[src/hdl/sfc_pkg.sv]
// shared constants, frame layout and crc for the serial frame crc link
package sfc_pkg;
  localparam int FRAME_PLAIN_BITS = 16;
  localparam int FRAME_CRC_BITS = 24;
  localparam logic [7:0] CRC_POLY = 8'h07;
  localparam logic [7:0] CRC_INIT = 8'h00;
  // frame word fields
  localparam int F_ADDR_HI = 15;
  localparam int F_ADDR_LO = 13;
  localparam int F_RW = 12;
  localparam int F_SW_CLEAR = 11;
  localparam int F_RANGE_HI = 10;
  localparam int F_RANGE_LO = 7;
  localparam int F_CLEAR_LEVEL_SELECT = 6;
  localparam int F_OUTEN = 5;
  localparam int F_SENSE_RESISTOR_SELECT = 4;
  // status bit positions
  localparam int S_FRAME_ERR = 3;
  localparam int S_OVER_TEMP = 2;
  localparam int S_CUR_FAULT = 1;
  localparam int S_VOLT_FAULT = 0;
  // output codes for the clear levels
  localparam logic [15:0] CODE_ZERO = 16'h0000;
  localparam logic [15:0] CODE_MID = 16'h8000;
  // reset values of the device control word
  localparam logic [3:0] RANGE_RST = 4'h0;
  localparam logic CLEAR_LEVEL_SELECT_RST = 1'b0;
  localparam logic OUTEN_RST = 1'b0;
  localparam logic SENSE_RESISTOR_SELECT_RST = 1'b1;
  // range codes with special bipolar and overrange handling
  localparam logic [3:0] RNG_CUR_PM20 = 4'hb;
  localparam logic [3:0] RNG_CUR_PM24 = 4'hc;
  localparam logic [3:0] RNG_CUR_OVR_FIRST = 4'hd;
  // host register map (byte addresses)
  localparam logic [3:0] REG_TXDATA = 4'h0;
  localparam logic [3:0] REG_CMD = 4'h4;
  localparam logic [3:0] REG_STATUS = 4'h8;
  localparam logic [3:0] REG_RXDATA = 4'hc;
  localparam int CMD_START = 0;
  localparam int CMD_CRC_EN = 1;
  // link timing derived from the system clock
  localparam int CLK_PERIOD_PS = 4000;
  localparam int LINK_PERIOD_PS = 125000;
  localparam int SCLK_HALF_CYC = (LINK_PERIOD_PS / 2 + CLK_PERIOD_PS - 1) / CLK_PERIOD_PS;

  typedef enum logic [2:0] {
    HS_IDLE = 3'b000,
    HS_SETUP = 3'b001,
    HS_HIGH = 3'b011,
    HS_LOW = 3'b010,
    HS_END = 3'b110,
    HS_GAP = 3'b111
  } sfc_host_state_t;

  function automatic logic [7:0] sfc_crc8(input logic [15:0] data);
    logic [7:0] c;
    logic fb;
    c = CRC_INIT;
    for (int i = 15; i >= 0; i--) begin
      fb = c[7] ^ data[i];
      c = {c[6:0], 1'b0} ^ (fb ? CRC_POLY : 8'h00);
    end
    return c;
  endfunction : sfc_crc8
endpackage : sfc_pkg

[src/hdl/sfc_link_if.sv]
// serial link between host controller and output driver control slice
`timescale 1ns/1ps
`default_nettype none
interface sfc_link_if;
  logic sclk;
  logic sdin;
  logic sync_n;
  logic sdo_o;
  logic sdo_oe;
  logic sdo;
  logic fault_oe;
  logic fault_n;
  // pulled-up lines: undriven reads high
  assign sdo = sdo_oe ? sdo_o : 1'b1;
  assign fault_n = fault_oe ? 1'b0 : 1'b1;
  modport dev (input sclk, input sdin, input sync_n, output sdo_o, output sdo_oe, output fault_oe);
  modport host (output sclk, output sdin, output sync_n, input sdo, input fault_n);
endinterface : sfc_link_if
`default_nettype wire

[src/hdl/sfc_dev.sv]
// device end: frame receiver, crc check, status, clear and range control
`timescale 1ns/1ps
`default_nettype none
module sfc_dev #(
  parameter logic [2:0] DEV_ADDR = 3'h0
) (
  input wire logic clk_in,
  input wire logic nrst_in,
  sfc_link_if.dev link,
  input wire logic clear_in,
  input wire logic clear_level_select_in,
  input wire logic hw_mode_in,
  input wire logic [3:0] range_pins_in,
  input wire logic sense_resistor_select_pin_in,
  input wire logic over_temp_in,
  input wire logic current_fault_in,
  input wire logic voltage_fault_in,
  output logic clear_active_out,
  output logic [15:0] clear_code_out,
  output logic [3:0] range_code_out,
  output logic current_mode_out,
  output logic bipolar_out,
  output logic overrange_out,
  output logic sense_resistor_select_out,
  output logic output_enable_out,
  output logic frame_error_out
);
  import sfc_pkg::*;

  localparam int NSYNC = 14;
  // link clock and frame select reset to their idle high level, so no false edge follows reset
  localparam logic [NSYNC-1:0] SYNC_IDLE = 14'h2800;

  logic [NSYNC-1:0] async_in;
  logic [NSYNC-1:0] meta_q;
  logic [NSYNC-1:0] sync_q;
  logic sclk_d1_q;
  logic sync_n_d1_q;
  logic sclk_s;
  logic sdin_s;
  logic sync_n_s;
  logic clear_s;
  logic clear_level_select_pin_s;
  logic hw_s;
  logic [3:0] range_pins_s;
  logic sense_resistor_select_pin_s;
  logic ot_s;
  logic if_s;
  logic vf_s;
  logic sclk_fall;
  logic sclk_rise;
  logic frame_start;
  logic frame_end;

  logic [23:0] shift_q;
  logic [4:0] count_q;
  logic [15:0] word;
  logic [7:0] rx_crc;
  logic addr_ok;
  logic crc_ok;
  logic commit;
  logic crc_fail;
  logic read_cmd;

  logic [3:0] range_q;
  logic clear_level_select_q;
  logic outen_q;
  logic sense_resistor_select_q;
  logic sw_clear_q;
  logic err_q;
  logic read_armed_q;
  logic [15:0] sdo_shift_q;
  logic sdo_oe_q;
  logic [15:0] status_word;
  logic [3:0] range_eff;
  logic clear_level_select_eff;
  logic fault_any;

  assign async_in = {link.sclk, link.sdin, link.sync_n, clear_in, clear_level_select_in, hw_mode_in,
                     range_pins_in, sense_resistor_select_pin_in, over_temp_in, current_fault_in,
                     voltage_fault_in};

  // every pin passes two flops; only the second stage is read
  always_ff @(posedge clk_in or negedge nrst_in) begin
    if (!nrst_in) begin
      meta_q <= SYNC_IDLE;
      sync_q <= SYNC_IDLE;
    end else begin
      meta_q <= async_in;
      sync_q <= meta_q;
    end
  end

  assign {sclk_s, sdin_s, sync_n_s, clear_s, clear_level_select_pin_s, hw_s, range_pins_s, sense_resistor_select_pin_s, ot_s, if_s,
          vf_s} = sync_q;

  always_ff @(posedge clk_in or negedge nrst_in) begin
    if (!nrst_in) begin
      sclk_d1_q <= 1'b1;
      sync_n_d1_q <= 1'b1;
    end else begin
      sclk_d1_q <= sclk_s;
      sync_n_d1_q <= sync_n_s;
    end
  end

  assign sclk_fall = sclk_d1_q && !sclk_s && !sync_n_s;
  assign sclk_rise = !sclk_d1_q && sclk_s && !sync_n_s;
  assign frame_start = sync_n_d1_q && !sync_n_s;
  assign frame_end = !sync_n_d1_q && sync_n_s;

  // data bit taken on each falling clock
  always_ff @(posedge clk_in or negedge nrst_in) begin
    if (!nrst_in) begin
      shift_q <= 24'h000000;
      count_q <= 5'h00;
    end else if (frame_start) begin
      count_q <= 5'h00;
    end else if (sclk_fall) begin
      shift_q <= {shift_q[22:0], sdin_s};
      if (count_q != 5'h1f) begin
        count_q <= count_q + 5'h01;
      end
    end
  end

  // a crc frame carries the word ahead of its check byte
  assign word = (count_q == 5'(FRAME_CRC_BITS)) ? shift_q[23:8] : shift_q[15:0];
  assign rx_crc = shift_q[7:0];
  assign addr_ok = word[F_ADDR_HI:F_ADDR_LO] == DEV_ADDR;
  // check made at frame select rise
  assign crc_ok = sfc_crc8(word) == rx_crc;
  // commit on match; plain frames skip the check
  assign commit = frame_end && addr_ok &&
                  ((count_q == 5'(FRAME_PLAIN_BITS)) || ((count_q == 5'(FRAME_CRC_BITS)) && crc_ok));
  assign crc_fail = frame_end && (count_q == 5'(FRAME_CRC_BITS)) && !crc_ok;
  assign read_cmd = commit && word[F_RW];

  // resistor select and range bits loaded from the word
  always_ff @(posedge clk_in or negedge nrst_in) begin
    if (!nrst_in) begin
      range_q <= RANGE_RST;
      clear_level_select_q <= CLEAR_LEVEL_SELECT_RST;
      outen_q <= OUTEN_RST;
      sense_resistor_select_q <= SENSE_RESISTOR_SELECT_RST;
      sw_clear_q <= 1'b0;
    end else if (commit && !word[F_RW]) begin
      range_q <= word[F_RANGE_HI:F_RANGE_LO];
      clear_level_select_q <= word[F_CLEAR_LEVEL_SELECT];
      outen_q <= word[F_OUTEN];
      sense_resistor_select_q <= word[F_SENSE_RESISTOR_SELECT];
      // clear command held until written off
      sw_clear_q <= word[F_SW_CLEAR];
    end
  end

  // status word layout, error flag at bit 3
  assign status_word = {DEV_ADDR, 1'b1, 1'b0, range_q, clear_level_select_q, outen_q, sense_resistor_select_q, err_q, ot_s, if_s, vf_s};

  // crc failure sets flag; status read clears it, set wins
  always_ff @(posedge clk_in or negedge nrst_in) begin
    if (!nrst_in) begin
      err_q <= 1'b0;
    end else if (crc_fail) begin
      err_q <= 1'b1;
    end else if (read_cmd) begin
      err_q <= 1'b0;
    end
  end

  // status snapshot at read commit goes out on the next frame
  always_ff @(posedge clk_in or negedge nrst_in) begin
    if (!nrst_in) begin
      read_armed_q <= 1'b0;
      sdo_shift_q <= 16'h0000;
    end else begin
      if (read_cmd) begin
        read_armed_q <= 1'b1;
        sdo_shift_q <= status_word;
      end else if (frame_start && read_armed_q) begin
        read_armed_q <= 1'b0;
      end else if (sclk_rise && sdo_oe_q) begin
        sdo_shift_q <= {sdo_shift_q[14:0], 1'b0};
      end
    end
  end

  // driver released at every frame end, even when that frame arms the next readback
  always_ff @(posedge clk_in or negedge nrst_in) begin
    if (!nrst_in) begin
      sdo_oe_q <= 1'b0;
    end else if (frame_start && read_armed_q) begin
      sdo_oe_q <= 1'b1;
    end else if (frame_end) begin
      sdo_oe_q <= 1'b0;
    end
  end

  assign link.sdo_o = sdo_shift_q[15];
  assign link.sdo_oe = sdo_oe_q;

  // any fault pulls the shared line low
  assign fault_any = err_q || ot_s || if_s || vf_s;
  assign link.fault_oe = fault_any;
  assign frame_error_out = err_q;

  // pins in hardware mode, register bits otherwise
  assign range_eff = hw_s ? range_pins_s : range_q;
  // level select is pin OR bit
  assign clear_level_select_eff = clear_level_select_pin_s || clear_level_select_q;

  always_ff @(posedge clk_in or negedge nrst_in) begin
    if (!nrst_in) begin
      range_code_out <= RANGE_RST;
      current_mode_out <= 1'b0;
      bipolar_out <= 1'b0;
      overrange_out <= 1'b0;
      sense_resistor_select_out <= SENSE_RESISTOR_SELECT_RST;
      output_enable_out <= OUTEN_RST;
    end else begin
      range_code_out <= range_eff;
      current_mode_out <= range_eff[3];
      bipolar_out <= range_eff[3] ? (range_eff == RNG_CUR_PM20 || range_eff == RNG_CUR_PM24) : range_eff[1];
      // voltage codes with bit 2 are the extended ranges
      // current overrange only on codes above the bipolar ones
      overrange_out <= range_eff[3] ? (range_eff >= RNG_CUR_OVR_FIRST) : range_eff[2];
      // resistor select follows the pin in hardware mode, the shifted bit otherwise
      sense_resistor_select_out <= hw_s ? sense_resistor_select_pin_s : sense_resistor_select_q;
      output_enable_out <= outen_q;
    end
  end

  // pin or command forces clear; release restores the set value
  always_ff @(posedge clk_in or negedge nrst_in) begin
    if (!nrst_in) begin
      clear_active_out <= 1'b0;
      clear_code_out <= CODE_ZERO;
    end else begin
      clear_active_out <= clear_s || sw_clear_q;
      // code zero is bottom or negative full scale
      clear_code_out <= clear_level_select_eff ? CODE_MID : CODE_ZERO;
    end
  end
endmodule : sfc_dev
`default_nettype wire

[src/flat_wrapper.sv]
// flat-port wrapper written by rule: the top's interface ports become plain ports
module sfc_dev_flat import sfc_pkg::*;
#(
  parameter logic [2:0] DEV_ADDR = 3'h0
)
  (clk_in, nrst_in, clear_in, clear_level_select_in, hw_mode_in, range_pins_in, sense_resistor_select_pin_in, over_temp_in, current_fault_in, voltage_fault_in, clear_active_out, clear_code_out, range_code_out, current_mode_out, bipolar_out, overrange_out, sense_resistor_select_out, output_enable_out, frame_error_out, link_sclk, link_sdin, link_sync_n, link_sdo_o, link_sdo_oe, link_fault_oe);
  sfc_link_if link_i ();
  input wire logic clk_in;
  input wire logic nrst_in;
  input wire logic clear_in;
  input wire logic clear_level_select_in;
  input wire logic hw_mode_in;
  input wire logic [3:0] range_pins_in;
  input wire logic sense_resistor_select_pin_in;
  input wire logic over_temp_in;
  input wire logic current_fault_in;
  input wire logic voltage_fault_in;
  output logic clear_active_out;
  output logic [15:0] clear_code_out;
  output logic [3:0] range_code_out;
  output logic current_mode_out;
  output logic bipolar_out;
  output logic overrange_out;
  output logic sense_resistor_select_out;
  output logic output_enable_out;
  output logic frame_error_out;
  input wire logic [$bits(link_i.sclk)-1:0] link_sclk;
  input wire logic [$bits(link_i.sdin)-1:0] link_sdin;
  input wire logic [$bits(link_i.sync_n)-1:0] link_sync_n;
  output wire logic [$bits(link_i.sdo_o)-1:0] link_sdo_o;
  output wire logic [$bits(link_i.sdo_oe)-1:0] link_sdo_oe;
  output wire logic [$bits(link_i.fault_oe)-1:0] link_fault_oe;
  assign link_i.sclk = link_sclk;
  assign link_i.sdin = link_sdin;
  assign link_i.sync_n = link_sync_n;
  assign link_sdo_o = link_i.sdo_o;
  assign link_sdo_oe = link_i.sdo_oe;
  assign link_fault_oe = link_i.fault_oe;
  sfc_dev #(.DEV_ADDR(DEV_ADDR)) u_core (.clk_in(clk_in), .nrst_in(nrst_in), .link(link_i), .clear_in(clear_in), .clear_level_select_in(clear_level_select_in), .hw_mode_in(hw_mode_in), .range_pins_in(range_pins_in), .sense_resistor_select_pin_in(sense_resistor_select_pin_in), .over_temp_in(over_temp_in), .current_fault_in(current_fault_in), .voltage_fault_in(voltage_fault_in), .clear_active_out(clear_active_out), .clear_code_out(clear_code_out), .range_code_out(range_code_out), .current_mode_out(current_mode_out), .bipolar_out(bipolar_out), .overrange_out(overrange_out), .sense_resistor_select_out(sense_resistor_select_out), .output_enable_out(output_enable_out), .frame_error_out(frame_error_out));
endmodule
[config.mk]
export PLATFORM = sky130hd
export DESIGN_NAME = sfc_dev_flat
export DESIGN_NICKNAME = d
export VERILOG_FILES = /design/src/hdl/sfc_pkg.sv /design/src/hdl/sfc_link_if.sv /design/src/hdl/sfc_dev.sv /design/src/flat_wrapper.sv
export SDC_FILE = /design/constraint.sdc
export NUM_CORES = 1
export LEC_CHECK = 0
export ABC_AREA = 1
export BUFFER_PORTS_ARGS = -buffer_cell sky130_fd_sc_hd__buf_4
export CAP_MARGIN = 10
export CORE_MARGIN = 5
export CORE_UTILIZATION = 45
export CTS_CLUSTER_SIZE = 20
export DETAILED_ROUTE_END_ITERATION = 16
export PLACE_DENSITY = 0.75
export SETUP_SLACK_MARGIN = 0.05
export SLEW_MARGIN = 30
export SYNTH_ARGS = -nofsm -noshare
export SYNTH_HDL_FRONTEND = slang
export SYNTH_SLANG_ARGS = --single-unit
export TNS_END_PERCENT = 1
[constraint.sdc]
create_clock -name clk_in -period 3.1 [get_ports clk_in]
set_input_delay 0.62 -clock clk_in [delete_from_list [all_inputs] [get_ports clk_in]]
set_output_delay 0.62 -clock clk_in [all_outputs]
set_load 0.01 [all_outputs]
Yosys cells after proc, flatten, opt, wreduce, memory -nomap -nowiden
Cells that the tools add are included.
Word-level totals
  bits in registers: 112
  word-level logic and storage cells: 135
Operators by class
  add/sub/neg operators: 1
  magnitude comparators: 1
  equality and inequality tests: 7
  mux-type cells: 34
  bitwise logic cells: 31
  reductions and logical operators: 38
Operators by type and width (number)
  8-bit XOR: 15
  16-bit two-way mux: 5
  3-bit two-way mux: 16
  1-bit logical AND: 15
  5-bit two-way mux: 3
  1-bit XOR: 14
  2-bit nonzero test: 6
  5-bit equality test, second input constant: 2
  1-bit two-way mux: 9
  4-bit equality test, second input constant: 2
  8-bit equality test: 1
  1-bit logical OR: 7
  1-bit logical NOT: 6
  2-bit AND reduction: 3
  5-bit by 1-bit adder with 5-bit output, second input constant: 1
  5-bit inequality test, second input constant: 1
  4-bit >= comparator, second input constant: 1
  4-bit two-way mux: 1
  3-bit logical NOT: 1
  2-bit by 1-bit inequality test with 1-bit output, second input constant: 1
  1-bit NOT: 1
  1-bit XOR, first input constant: 1

Logic depth before layout (Yosys ltp)
Gate-level depths: netlist of the first run.
  depth in word-level cells: 54
  mapped depth: 28
  depth with buffers taken out: 26

Worst setup path after synthesis of the first run
Ideal clock, no wire load.
  kind: flip-flop to flip-flop
  start: register u_core.count_q[0]
  end: register u_core.sdo_shift_q[10]
  setup time: 117 ps
  data arrival time: 2793 ps
  slack: 190 ps
  stages on the path, launching flop included: 27
  buffers on the path: 2
  clock period less this slack: 2910 ps
  cells stage by stage: dfrtp_1 > inv_1 > ha_1 > nand2_1 > inv_1 > nand2_2 > buf_6 > nand2_1 > nand2_2 > ha_1 > inv_1 > nand2_1 > nand3_1 > nand2_1 > nand2_1 > nand2_1 > nand3_1 > nand2_1 > nand2_1 > nand3_1 > nor2_1 > nand3_2 > nand2_4 > nand3_4 > buf_2 > nand3_1 > nand2_1
Between the ends
  longest elaborated chain between the ends: 30
Ends and longest elaborated chain
  start, declared: line sfc_dev.sv:56  | logic [4:0] count_q;
  start signal, assigned: line sfc_dev.sv:122  | count_q <= count_q + 5'h01;
  5-bit equality test: line sfc_dev.sv:128, sfc_dev.sv:135
  16-bit two-way mux: line sfc_dev.sv:128  | assign word = (count_q == 5'(FRAME_CRC_BITS)) ? shift_q[23:8] : shift_q[15:0];
  1-bit XOR: line sfc_pkg.sv:60  | fb = c[7] ^ data[i];
  3-bit two-way mux: line sfc_pkg.sv:61  | c = {c[6:0], 1'b0} ^ (fb ? CRC_POLY : 8'h00);
  8-bit XOR (6 in a row): line sfc_pkg.sv:61
  1-bit XOR / 8-bit XOR (equally long branches): line sfc_pkg.sv:60, sfc_pkg.sv:61
  3-bit two-way mux, or another cell as far along: line sfc_pkg.sv:61
  8-bit XOR, or another cell as far along: line sfc_pkg.sv:61
  (+9 left out)
  8-bit XOR: line sfc_pkg.sv:61
  8-bit equality test: line sfc_dev.sv:132  | assign crc_ok = sfc_crc8(word) == rx_crc;
  1-bit logical AND: line sfc_dev.sv:135  | ((count_q == 5'(FRAME_PLAIN_BITS)) || ((count_q == 5'(FRAME_CRC_BITS)) && crc_ok));
  1-bit logical OR: line sfc_dev.sv:135
  1-bit logical AND: line sfc_dev.sv:134  | assign commit = frame_end && addr_ok &&
  1-bit logical AND *: line sfc_dev.sv:137  | assign read_cmd = commit && word[F_RW];
  2-bit by 1-bit inequality test with 1-bit output (no source line) / 2-bit nonzero test (equally long branches)
  2-bit AND reduction (no source line)
  end signal, assigned: line sfc_dev.sv:179  | sdo_shift_q <= status_word;
  end signal, assigned: line sfc_dev.sv:183  | sdo_shift_q <= {sdo_shift_q[14:0], 1'b0};
  end, declared: line sfc_dev.sv:72  | logic [15:0] sdo_shift_q;
Mark *: on every way between the ends. The rest lies on a longest branch, timed or not.
A chain may end at the register's enable or synchronous reset.

Worst setup path in the final report of the first run
  start: register u_core.count_q[0]
  end: register u_core.sdo_shift_q[2]
The elaborated chain is that of the path after synthesis.

==> results of run 1 <==
power groups by stage:
stage | registers (mW) | clock network, mW | logic [mW]
detailed placement | 1.37 | 0 | 0.377
floorplan | 1.36 | 0 | 0.272
global route | 1.35 | 0.846 | 0.500
CTS | 1.34 | 0.789 | 0.397
global placement | 1.36 | 0 | 0.362
finish | 1.34 | 0.766 | 0.448
worst max-delay path by stage:
stage	startpoint	end	slack (ps)	cells past startpoint
2_1_floorplan	u_core.count_q[0]	u_core.sdo_shift_q[10]	190	26
3_3_place_gp	u_core.count_q[1]	u_core.frame_error_out	30	24
3_5_place_dp	u_core.count_q[1]	u_core.sdo_shift_q[2]	-150	24
4_1_cts	u_core.count_q[0]	u_core.sdo_shift_q[4]	60	27
5_1_grt	u_core.count_q[0]	u_core.sdo_shift_q[2]	-150	24
6_report	u_core.count_q[0]	u_core.sdo_shift_q[2]	50	26
cells in the final DEF, fill, tap and decap left out, types with 15 or more instances in the layout:
cell	count
o21ai_0	36
nand3_2	16
nand2_2	30
inv_1	60
nand2_1	183
nand3_1	46
conb_1	15
buf_4	54
dfrtp_1	88
through the flow:
stage | utilization | std cells | cell area (µm²)
5_1_grt | 0.5834 | 812 | 6050
3_3_place_gp | 0.5004 | 770 | 5189
6_report | 0.5834 | 812 | 6050
2_1_floorplan | - | 624 | 4868
4_1_cts | 0.5392 | 800 | 5592
3_5_place_dp | 0.5004 | 770 | 5189
kinds of logic (layout without fill, tap and decap cells):
family / after synthesis / after routing / share of synthesized area
and+or+nand+nor: 333 / 337 / 0.3001
buffers and inverters: 104 / 152 / 0.1013
DFF: 96 / 96 / 0.5009
AOI/OAI and AO/OA: 67 / 67 / 0.07742
xor gates and xnor gates: 5 / 5 / 0.009093
adders and majority gates: 4 / 4 / 0.01039
other: 1 / 15 / 0.0007787
what timing repair did:
action | CTS | global route
gates cloned | 5 | 4
gates resized for setup | 23 | 79
buffers inserted | 9 | 8
pin swaps | 9 | 32
setup endpoints to repair | 26 | 26
flip-flops by register name (all words and copies together), names as in the netlist, 3 cells and up:
name                   flops
u_core.shift_q            24
u_core.range_code_out      3
u_core.sync_q             14
u_core.meta_q             14
u_core.range_q             4
u_core.sdo_shift_q        16
u_core.count_q             5
routing by layer:
metal  vias to the layer above  wire length, µm  global-route usage  part of all wire
met3                        28              701             0.03395             0.061
met2                       141             5650              0.2883              0.49
met4                         0              215             0.05369             0.019
met1                      1947             4888              0.2231              0.43
li1                       2042                -                   -                 -
met5                         -                0                   0                 0
layout make-up:
cell class	count	area share
Multi-Input combinational cell	428	0.3915
Clock buffer	9	0.02048
Clock inverter	7	0.01055
Tap cell	136	0.02813
Timing Repair Buffer	68	0.1071
Inverter	68	0.04343
Sequential cell	96	0.3988
worst register-to-register path: stages (launching register included):
cell and delay (ps):
dfrtp_1 410, inv_2 90, ha_4 130, nand2_4 70
inv_8 90, nand2_8 100, clkbuf_16 190, nand2_1 70
nand2_1 80, nand2_1 80, nand2_1 70, nand2_2 130
nand2_4 90, nand2_4 90, nand3_1 140, nand2_4 130
nand2_1 70, nand2_1 60, nand3b_1 100, nand2_2 90
nand3_2 110, nand2_4 110, buf_4 150, nand3_4 120
nand2_1 110, nand2_1 70, nand2_1 70
==> impl_summary.md, run 1 <==
Finish
In the final layout, the share of cells above drive strength 1 is 0.2781. The area taken by multi-input logic gates is 0.002369 mm². The filler cells instantiated in the layout total 893. In the final design database the tool counted between 600 and 700 nets. The number of antenna cells inserted is 0. The sequential cells in the finished layout cover a total of 0.002412 mm². From synthesis to final layout, the design area changed by 25.62%.

Drt
The number of routed nets with antenna violations is 0. The number of DRC markers after the initial detailed-route iteration is 372. The pre-antenna-repair detailed-routing pass consisted of 6 iterations. After detailed routing, the total wire length is 11460 µm. The total vias in the final route is 4158. For this run, design rule violations remaining after detail routing come to 0. The via-per-instance ratio is roughly 5.1. In the final routed layout, each cell accounts on average for 14.11 µm.

Timing
The total negative slack is 0 ps. The number of pins with negative max-slew slack in the final report is 0. In this run the tightest slew margin relative to its limit is 0.3183. The worst setup slack after layout is 47.19 ps. Across the routed clock network, the largest skew measured is 14.98 ps. The worst path needs roughly 3100 ps of the cycle, external delays included. For the pin with the worst max-slew slack, the measured transition is a little over 1000 ps. The worst slack on hold paths is 197.6 ps. The post-route clock period utilization is 0.9848. The count of endpoints failing setup in the final report is 0. The highest attainable clock frequency is 327.6 MHz. The final-report hold violation count is 0. Setup repair after global routing could not meet its margin everywhere.

Critical path
The register-to-register setup slack is roughly 47 ps. STA classifies the critical path endpoint as a flop. The reg-to-reg startpoint is u_core.count_q[0]. The cell with the biggest individual delay on the critical path is dfrtp_1. The worst register-to-register path ends at u_core.sdo_shift_q[2].

On the worst path, the slowest cell contributes a delay of 410 ps. The critical path class is reg -> reg. The cell occurring most often along the worst timing path is nand2_1. The cell count of the worst reg-to-reg path is 26. The critical path buffer and inverter count is 4. The data arrival time of the worst path is roughly 3400 ps. The startpoint kind of the worst setup timing path is a flop.

Along the worst path, the maximum fanout reaches 7. The data required time of the worst path is ~3400 ps. The category of cells accounting for the largest share of critical-path delay is simple AND/OR/NAND/NOR gates.

Logic synthesis
The cell type with the highest aggregate area in the netlist is dfrtp_1. The most used flip-flop cell after synthesis is dfrtp_1. The number of unique standard cell types used by synthesis is 33. The number of flip-flops and latches in the synthesized netlist is between 90 and 100.

The most numerous cell in the Yosys netlist is nand2_1. The synthesized netlist occupies a cell area of 0.004816 mm². In this run, synthesis inferred 0 flip-flops with an integrated enable. The cell count after synthesis is 610. After synthesis, the share of flip-flops with an asynchronous set or reset is 1.000. The proportion of netlist area held by the largest area contributor is 0.4573.

In the synthesized netlist, the cells that appear most often are nand2_1 (221), dfrtp_1 (88), inv_1 (64), nand3_1 (62), o21ai_0 (36). The number of warnings reported in the yosys synthesis log is 0. Dividing the synthesized area by the synthesized cell count gives 7.895 µm². For this run, the register share of the synthesized area comes to 0.5009. Ranked by total cell area, the synthesized netlist is headed by dfrtp_1 (46%), nand2_1 (17%), nand3_1 (6.4%).

Power and ir drop
IR analysis of the VDD net gives a maximum drop of 264.9 µV. The cell-internal power is between 1.5 and 2 mW. Total power for the finished layout comes to 2.556 mW. The share of total power in sequential cells is 0.525. Of the total power, combinational logic draws 0.175.

The switching power total is 0.7751 mW. The share of total power dissipated in the clock network is 0.300. The fraction of power spent switching nets is 0.3032. In this run the power density over the cells is 422.6 mW/mm². The leakage power is 2.974 nW.

Min path
The type of the worst min-delay path is in -> async.

GRT
The number of antenna violations at the first check in global routing is 0. Summed over all layers, the global routing overflow is 0. The largest net degree at the start of global routing is 60. The aggregate global-route resource usage is 0.1711. The global-route wire length before repair is 17930 µm. The via count of the first global-routing pass is slightly below 4000.

Placed design
Port buffering added 30 buffers. Summed over all nets, the half-perimeter wirelength after detailed placement is 7406 µm. The worst slack at placement is -148.5 ps.

The final RePlAce weighted congestion is ~0.90.

Floorplanning
The total core area is about 0.010 mm². The die span in y is between 100 and 150 µm. For this configuration, the core starts out at a cell density of 0.4644. Pin placement for this block handled 46 I/O pins. In this run the horizontal extent of the chip is 113.5 µm.

The count of standard-cell rows is 37. The area enclosed by the die boundary is 0.01287 mm².

Clock network
In this run the clock root is driven by a clkbuf_8. The clock tree from TritonCTS is yes. The clock latency reported for the late side of the worst-skew pair is roughly 380 ps. The clock buffer count from CTS is 9. The longest clock path from root to sink contains 2 buffers.

For this design, the sink count on the clock tree is 96. After clock tree synthesis, the flow added hold-fix buffers numbering 0. The H-tree generated during clock tree synthesis spans 3 levels. After clock tree synthesis, the clock-pin slew on the worst setup and hold paths is 100 ps.

Run status
The flow ran to the end, and the final reports show no timing, DRC or antenna violations.

Flow run
Max-cap violations in this run came to 0.
Power figures use the tool's default switching activity.
==> run 2, diff against run 1 <==
- ABC_AREA: 1 -> not set
==> run 2 against run 1 <==
The flow now finishes with violations (setup timing). Routed wire length shrank 18%. Worst hold slack got worse by 14 ps. Critical path depth shrank 13. Core utilization fell by 4.7 points. Combinational power is 7.1% higher. Cell count shrank 25%. Cell area fell by 7.7%. Via count shrank 25%. Non-clock buffer count decreased by 1. Worst setup slack got worse by 330 ps. Sequential share of layout area grew 3.3 points. Critical path type unchanged.
==> impl_summary.md, run 2 <==
Run status
The run finished, with violations left. The checks that failed: setup timing.

Logic synthesis
Among all flip-flop cells after synthesis, the most frequent one is dfrtp_1. The cell type with the highest aggregate area in the netlist is dfrtp_1. The number of unique standard cell types used by synthesis is 48 (+45%). The fraction of the yosys area taken by sequential cells came to 0.4996 (-0.001298). The post-synthesis instance area is 0.004828 mm² (+0.26%). The most numerous cell in the Yosys netlist is dfrtp_1. The commonest cells after synthesis are dfrtp_1 (88), nand2_1 (66), xnor2_1 (32), mux2_2 (26), clkbuf_1 (20). The number of flip-flops and latches in the synthesized netlist is 96 (unchanged).

The average footprint of a synthesized cell was 11.47 µm² (+45%). Ranked by total cell area, the synthesized netlist is headed by dfrtp_1 (46%), mux2_2 (6.1%), xnor2_1 (5.8%). The share of async-settable or async-resettable flops after synthesis was 1.000 (unchanged). The proportion of netlist area held by the largest area contributor is 0.4561 (-0.001185).

The number of enable-type register cells in the synthesized netlist came to 0 (unchanged). The number of warnings reported in the yosys synthesis log is 0 (unchanged). The cell count after synthesis is 421 (-31%).

Clock network
The clock transition at the registers of the reported paths came to 100 ps (about the same). TritonCTS built the clock tree. The clock latency reported for the late side of the worst-skew pair is 380 ps (about the same). The number of buffers on the longest clock path is 2 (unchanged). The clock buffer count from CTS is 9 (unchanged). The TritonCTS sink count is 96 (unchanged). The master cell of the clock root buffer is clkbuf_8. The H-tree depth is 3 (unchanged).

Floorplanning
The number of top-level design ports is 46 (unchanged). The die span in y is 113.6 µm (+0.12%). The initial cell density of the core is 0.4635 (-0.0008628).

The area enclosed by the die boundary is 0.01290 mm² (+0.24%). The chip width is 113.6 µm (+0.12%). The count of standard-cell rows is 37 (unchanged). The total core area is 0.01042 mm² (+0.45%).

GRT
The aggregate global-route resource usage is 0.1526 (-0.01852). The global-route wire length before repair came to 15450 µm (-14%). The global route total overflow is 0 (unchanged). The number of antenna violations at the first check in global routing is 0 (unchanged). The largest net degree at the start of global routing is 62 (+3.3%).

The via count of the first global-routing pass is 3125 (-19%).

Finish
The fill cell instance count of the final layout is 898 (+0.56%). The final non-filler cell total is 610 (-25%). The number of nets at the end of the flow came to 489 (-29%). The area overhead of the layout relative to synthesis is 15.70%. The flip-flop count of the largest register after layout is 24 (unchanged). Leaving out fill and tap cells, the most frequent cell in the layout is dfrtp_1. The register with the most flip-flops in the final layout is u_core.shift_q. The number of antenna cells inserted is 0 (unchanged). The top cell types in the final layout, fill and taps aside, are dfrtp_1 (88), nand2_1 (66), buf_4 (63). The share of post-route cells with drive strength above 1 is 0.2954 (+0.01725). In the final layout, the registers with the most flip-flops are u_core.shift_q (24), u_core.sdo_shift_q (16).

Critical path
The worst setup path is launched from a flop. The worst setup path is of the reg -> reg kind. STA classifies the critical path endpoint as a flop. The data required time of the worst path is 3380 ps (-40 ps). The signal on the critical path passes through inv_1 > ha_2 > and4b_2 > mux2i_2 > ha_1 > xnor2_2 > xor3_2 > or4b_4 > nand4_2 > o211ai_4 > a21oi_4 > buf_12 > mux2_4.

The cell with the biggest individual delay on the critical path is or4b_4. The critical path buffer and inverter count is 2 (-2). The maximum cell stage delay along the critical path is 490 ps (+80 ps). The data arrival time of the worst path is 3660 ps (+290 ps). Broken down by cell family, the worst path's largest delay share belongs to simple AND/OR/NAND/NOR gates. The maximum net fanout on the critical path came to 8 (+1).

Timing
The transition time of the tightest slew-check pin is 537.1 ps (-480.9 ps). The minimum clock period is 3380 ps (+327.1 ps). The final-report hold violation count was 0 (unchanged).

The post-route clock period utilization was 1.090 (+0.1055). The count of endpoints failing setup in the final report is 26 (+26). The number of pins with negative max-slew slack in the final report came to 0 (unchanged).

The highest attainable clock frequency is 295.9 MHz (-9.7%). The largest clock skew in the final design is 12.93 ps (-2.048 ps). The worst slack on hold paths came to 183.7 ps (-13.93 ps). Setup repair after global routing could not meet its margin everywhere.

The worst setup slack after layout was -279.9 ps (-327.1 ps). The relative slew slack is 0.6411 (+0.3227).

Drt
The first-pass iteration count of the detailed router is 4 (-2). The total vias in the final route is 3102 (-25%). The number of routed nets with antenna violations is 0 (unchanged). The via-per-instance ratio is 5.085 (-0.69%). The final routed wirelength across all metal layers is 9402 µm (-18%). The number of DRC markers after the initial detailed-route iteration is 204 (-45%). The remaining routing DRC violations is 0 (unchanged). The routed length per instance came to 15.41 µm (+9.3%).

Min path
The path class of the tightest hold or removal check is in -> async.

Power and ir drop
The cell area power density is 482.5 mW/mm² (+14%). The maximum vdd ir drop is 259.0 µV (-2.3%). The leakage power is 2.710 nW (-8.9%).

Placed design
The count of buffers from port buffering is 30 (unchanged). The worst slack at placement is -330.1 ps (-181.6 ps). The total half-perimeter wirelength after legalization and detailed placement is 6844 µm (-7.6%). The final RePlAce weighted congestion came to 0.9373 (+4.0%).

The cell count after placement is 594 (-23%).

Flow run
The number of maximum-capacitance violations is 0 (unchanged).
## run 2: cell count changes after synthesis, sizes merged, moves of 4 or more
| cell | previous run | this run |
|---|---|---|
| a21oi | 6 | 10 |
| a221o | 0 | 10 |
| clkbuf | 9 | 20 |
| inv | 67 | 10 |
| mux2 | 0 | 33 |
| mux2i | 0 | 19 |
| nand2 | 227 | 66 |
| nand3 | 65 | 11 |
| nand3b | 5 | 1 |
| nand4 | 13 | 4 |
| o21ai | 57 | 5 |
| xnor2 | 0 | 32 |
| xnor3 | 0 | 6 |
| xor2 | 5 | 18 |
## run 2: worst paths after layout
path	slack, ps	start	end	cells after the start
worst max-delay path	-280	u_core.count_q[0]	u_core.range_q[0]	13
worst min-delay path	180	nrst_in	u_core.sync_q[1]	1
worst max register to register	-280	u_core.count_q[0]	u_core.range_q[0]	13
worst min register to register	350	u_core.meta_q[0]	u_core.sync_q[0]	0
max in group asynchronous	2210	nrst_in	u_core.sense_resistor_select_out	2
min in group clk_in	330	clear_in	u_core.meta_q[10]	1
## run 2: power breakdown
part,leakage [nW],switching (mW),internal (mW)
registers,1.24,0.0433,1.31
logic,1.37,0.247,0.233
clock network,0.101,0.459,0.406
## run 2: routing by layer
| layer | vias to the layer above | share of wire | GRT usage |
|---|---|---|---|
| met5 | - | 0 | 0 |
| met4 | 0 | 0.029 | 0.07292 |
| met3 | 24 | 0.051 | 0.04191 |
| met2 | 74 | 0.49 | 0.2458 |
| met1 | 1516 | 0.43 | 0.1902 |
| li1 | 1488 | - | - |
## run 2: cells by family after synthesis
kind of cell	Yosys count	synth area share
adder cells (fa/ha/maj)	4	0.01037
other	1	0.0007767
multiplexers	52	0.1244
buffers and inverters	54	0.06090
AND/OR/NAND/NOR	120	0.1171
flip-flops	96	0.4996
AO/OA/AOI/OAI	37	0.06323
XOR/XNOR	57	0.1236
## run 2: timing repair
| action | in CTS | in global routing |
|---|---|---|
| resized for setup | 3 | 4 |
| hold buffers | 0 | 0 |
| pin swaps | 2 | 0 |
| setup buffers | 0 | 0 |
| endpoints found under the setup margin | 26 | 26 |
## run 2: area by class of cell
| class | count | area (µm²) | share of cell area |
|---|---|---|---|
| clock buffers | 10 | 137.6 | 0.02464 |
| clock inverters | 6 | 73.82 | 0.01321 |
| inverters | 10 | 37.54 | 0.006719 |
| multi-input cells | 285 | 2202 | 0.3942 |
| flip-flops and latches | 96 | 2412 | 0.4318 |
| well taps | 136 | 170.2 | 0.03046 |
| repair buffers | 67 | 553.0 | 0.09899 |
## run 2: worst reg2reg max path, stage by stage (launching register included)
cell	delay, ps
dfrtp_1	400
inv_1	60
ha_2	160
and4b_2	280
mux2i_2	250
ha_1	310
xnor2_2	190
xor3_2	310
or4b_4	490
nand4_2	100
o211ai_4	110
a21oi_4	170
buf_12	150
mux2_4	300
## run 2: through the flow
| stage | total power [mW] | cell area (µm²) | TNS [ps] | util |
|---|---|---|---|---|
| after floorplan | 1.705 | 4901 | -7712 | - |
| after global placement | 1.824 | 5360 | -2319 | 0.5146 |
| after detailed placement | 1.845 | 5360 | -6141 | 0.5146 |
| after CTS | 2.716 | 5578 | -4752 | 0.5355 |
| after global routing | 2.831 | 5587 | -8511 | 0.5363 |
| final | 2.695 | 5587 | -4625 | 0.5363 |
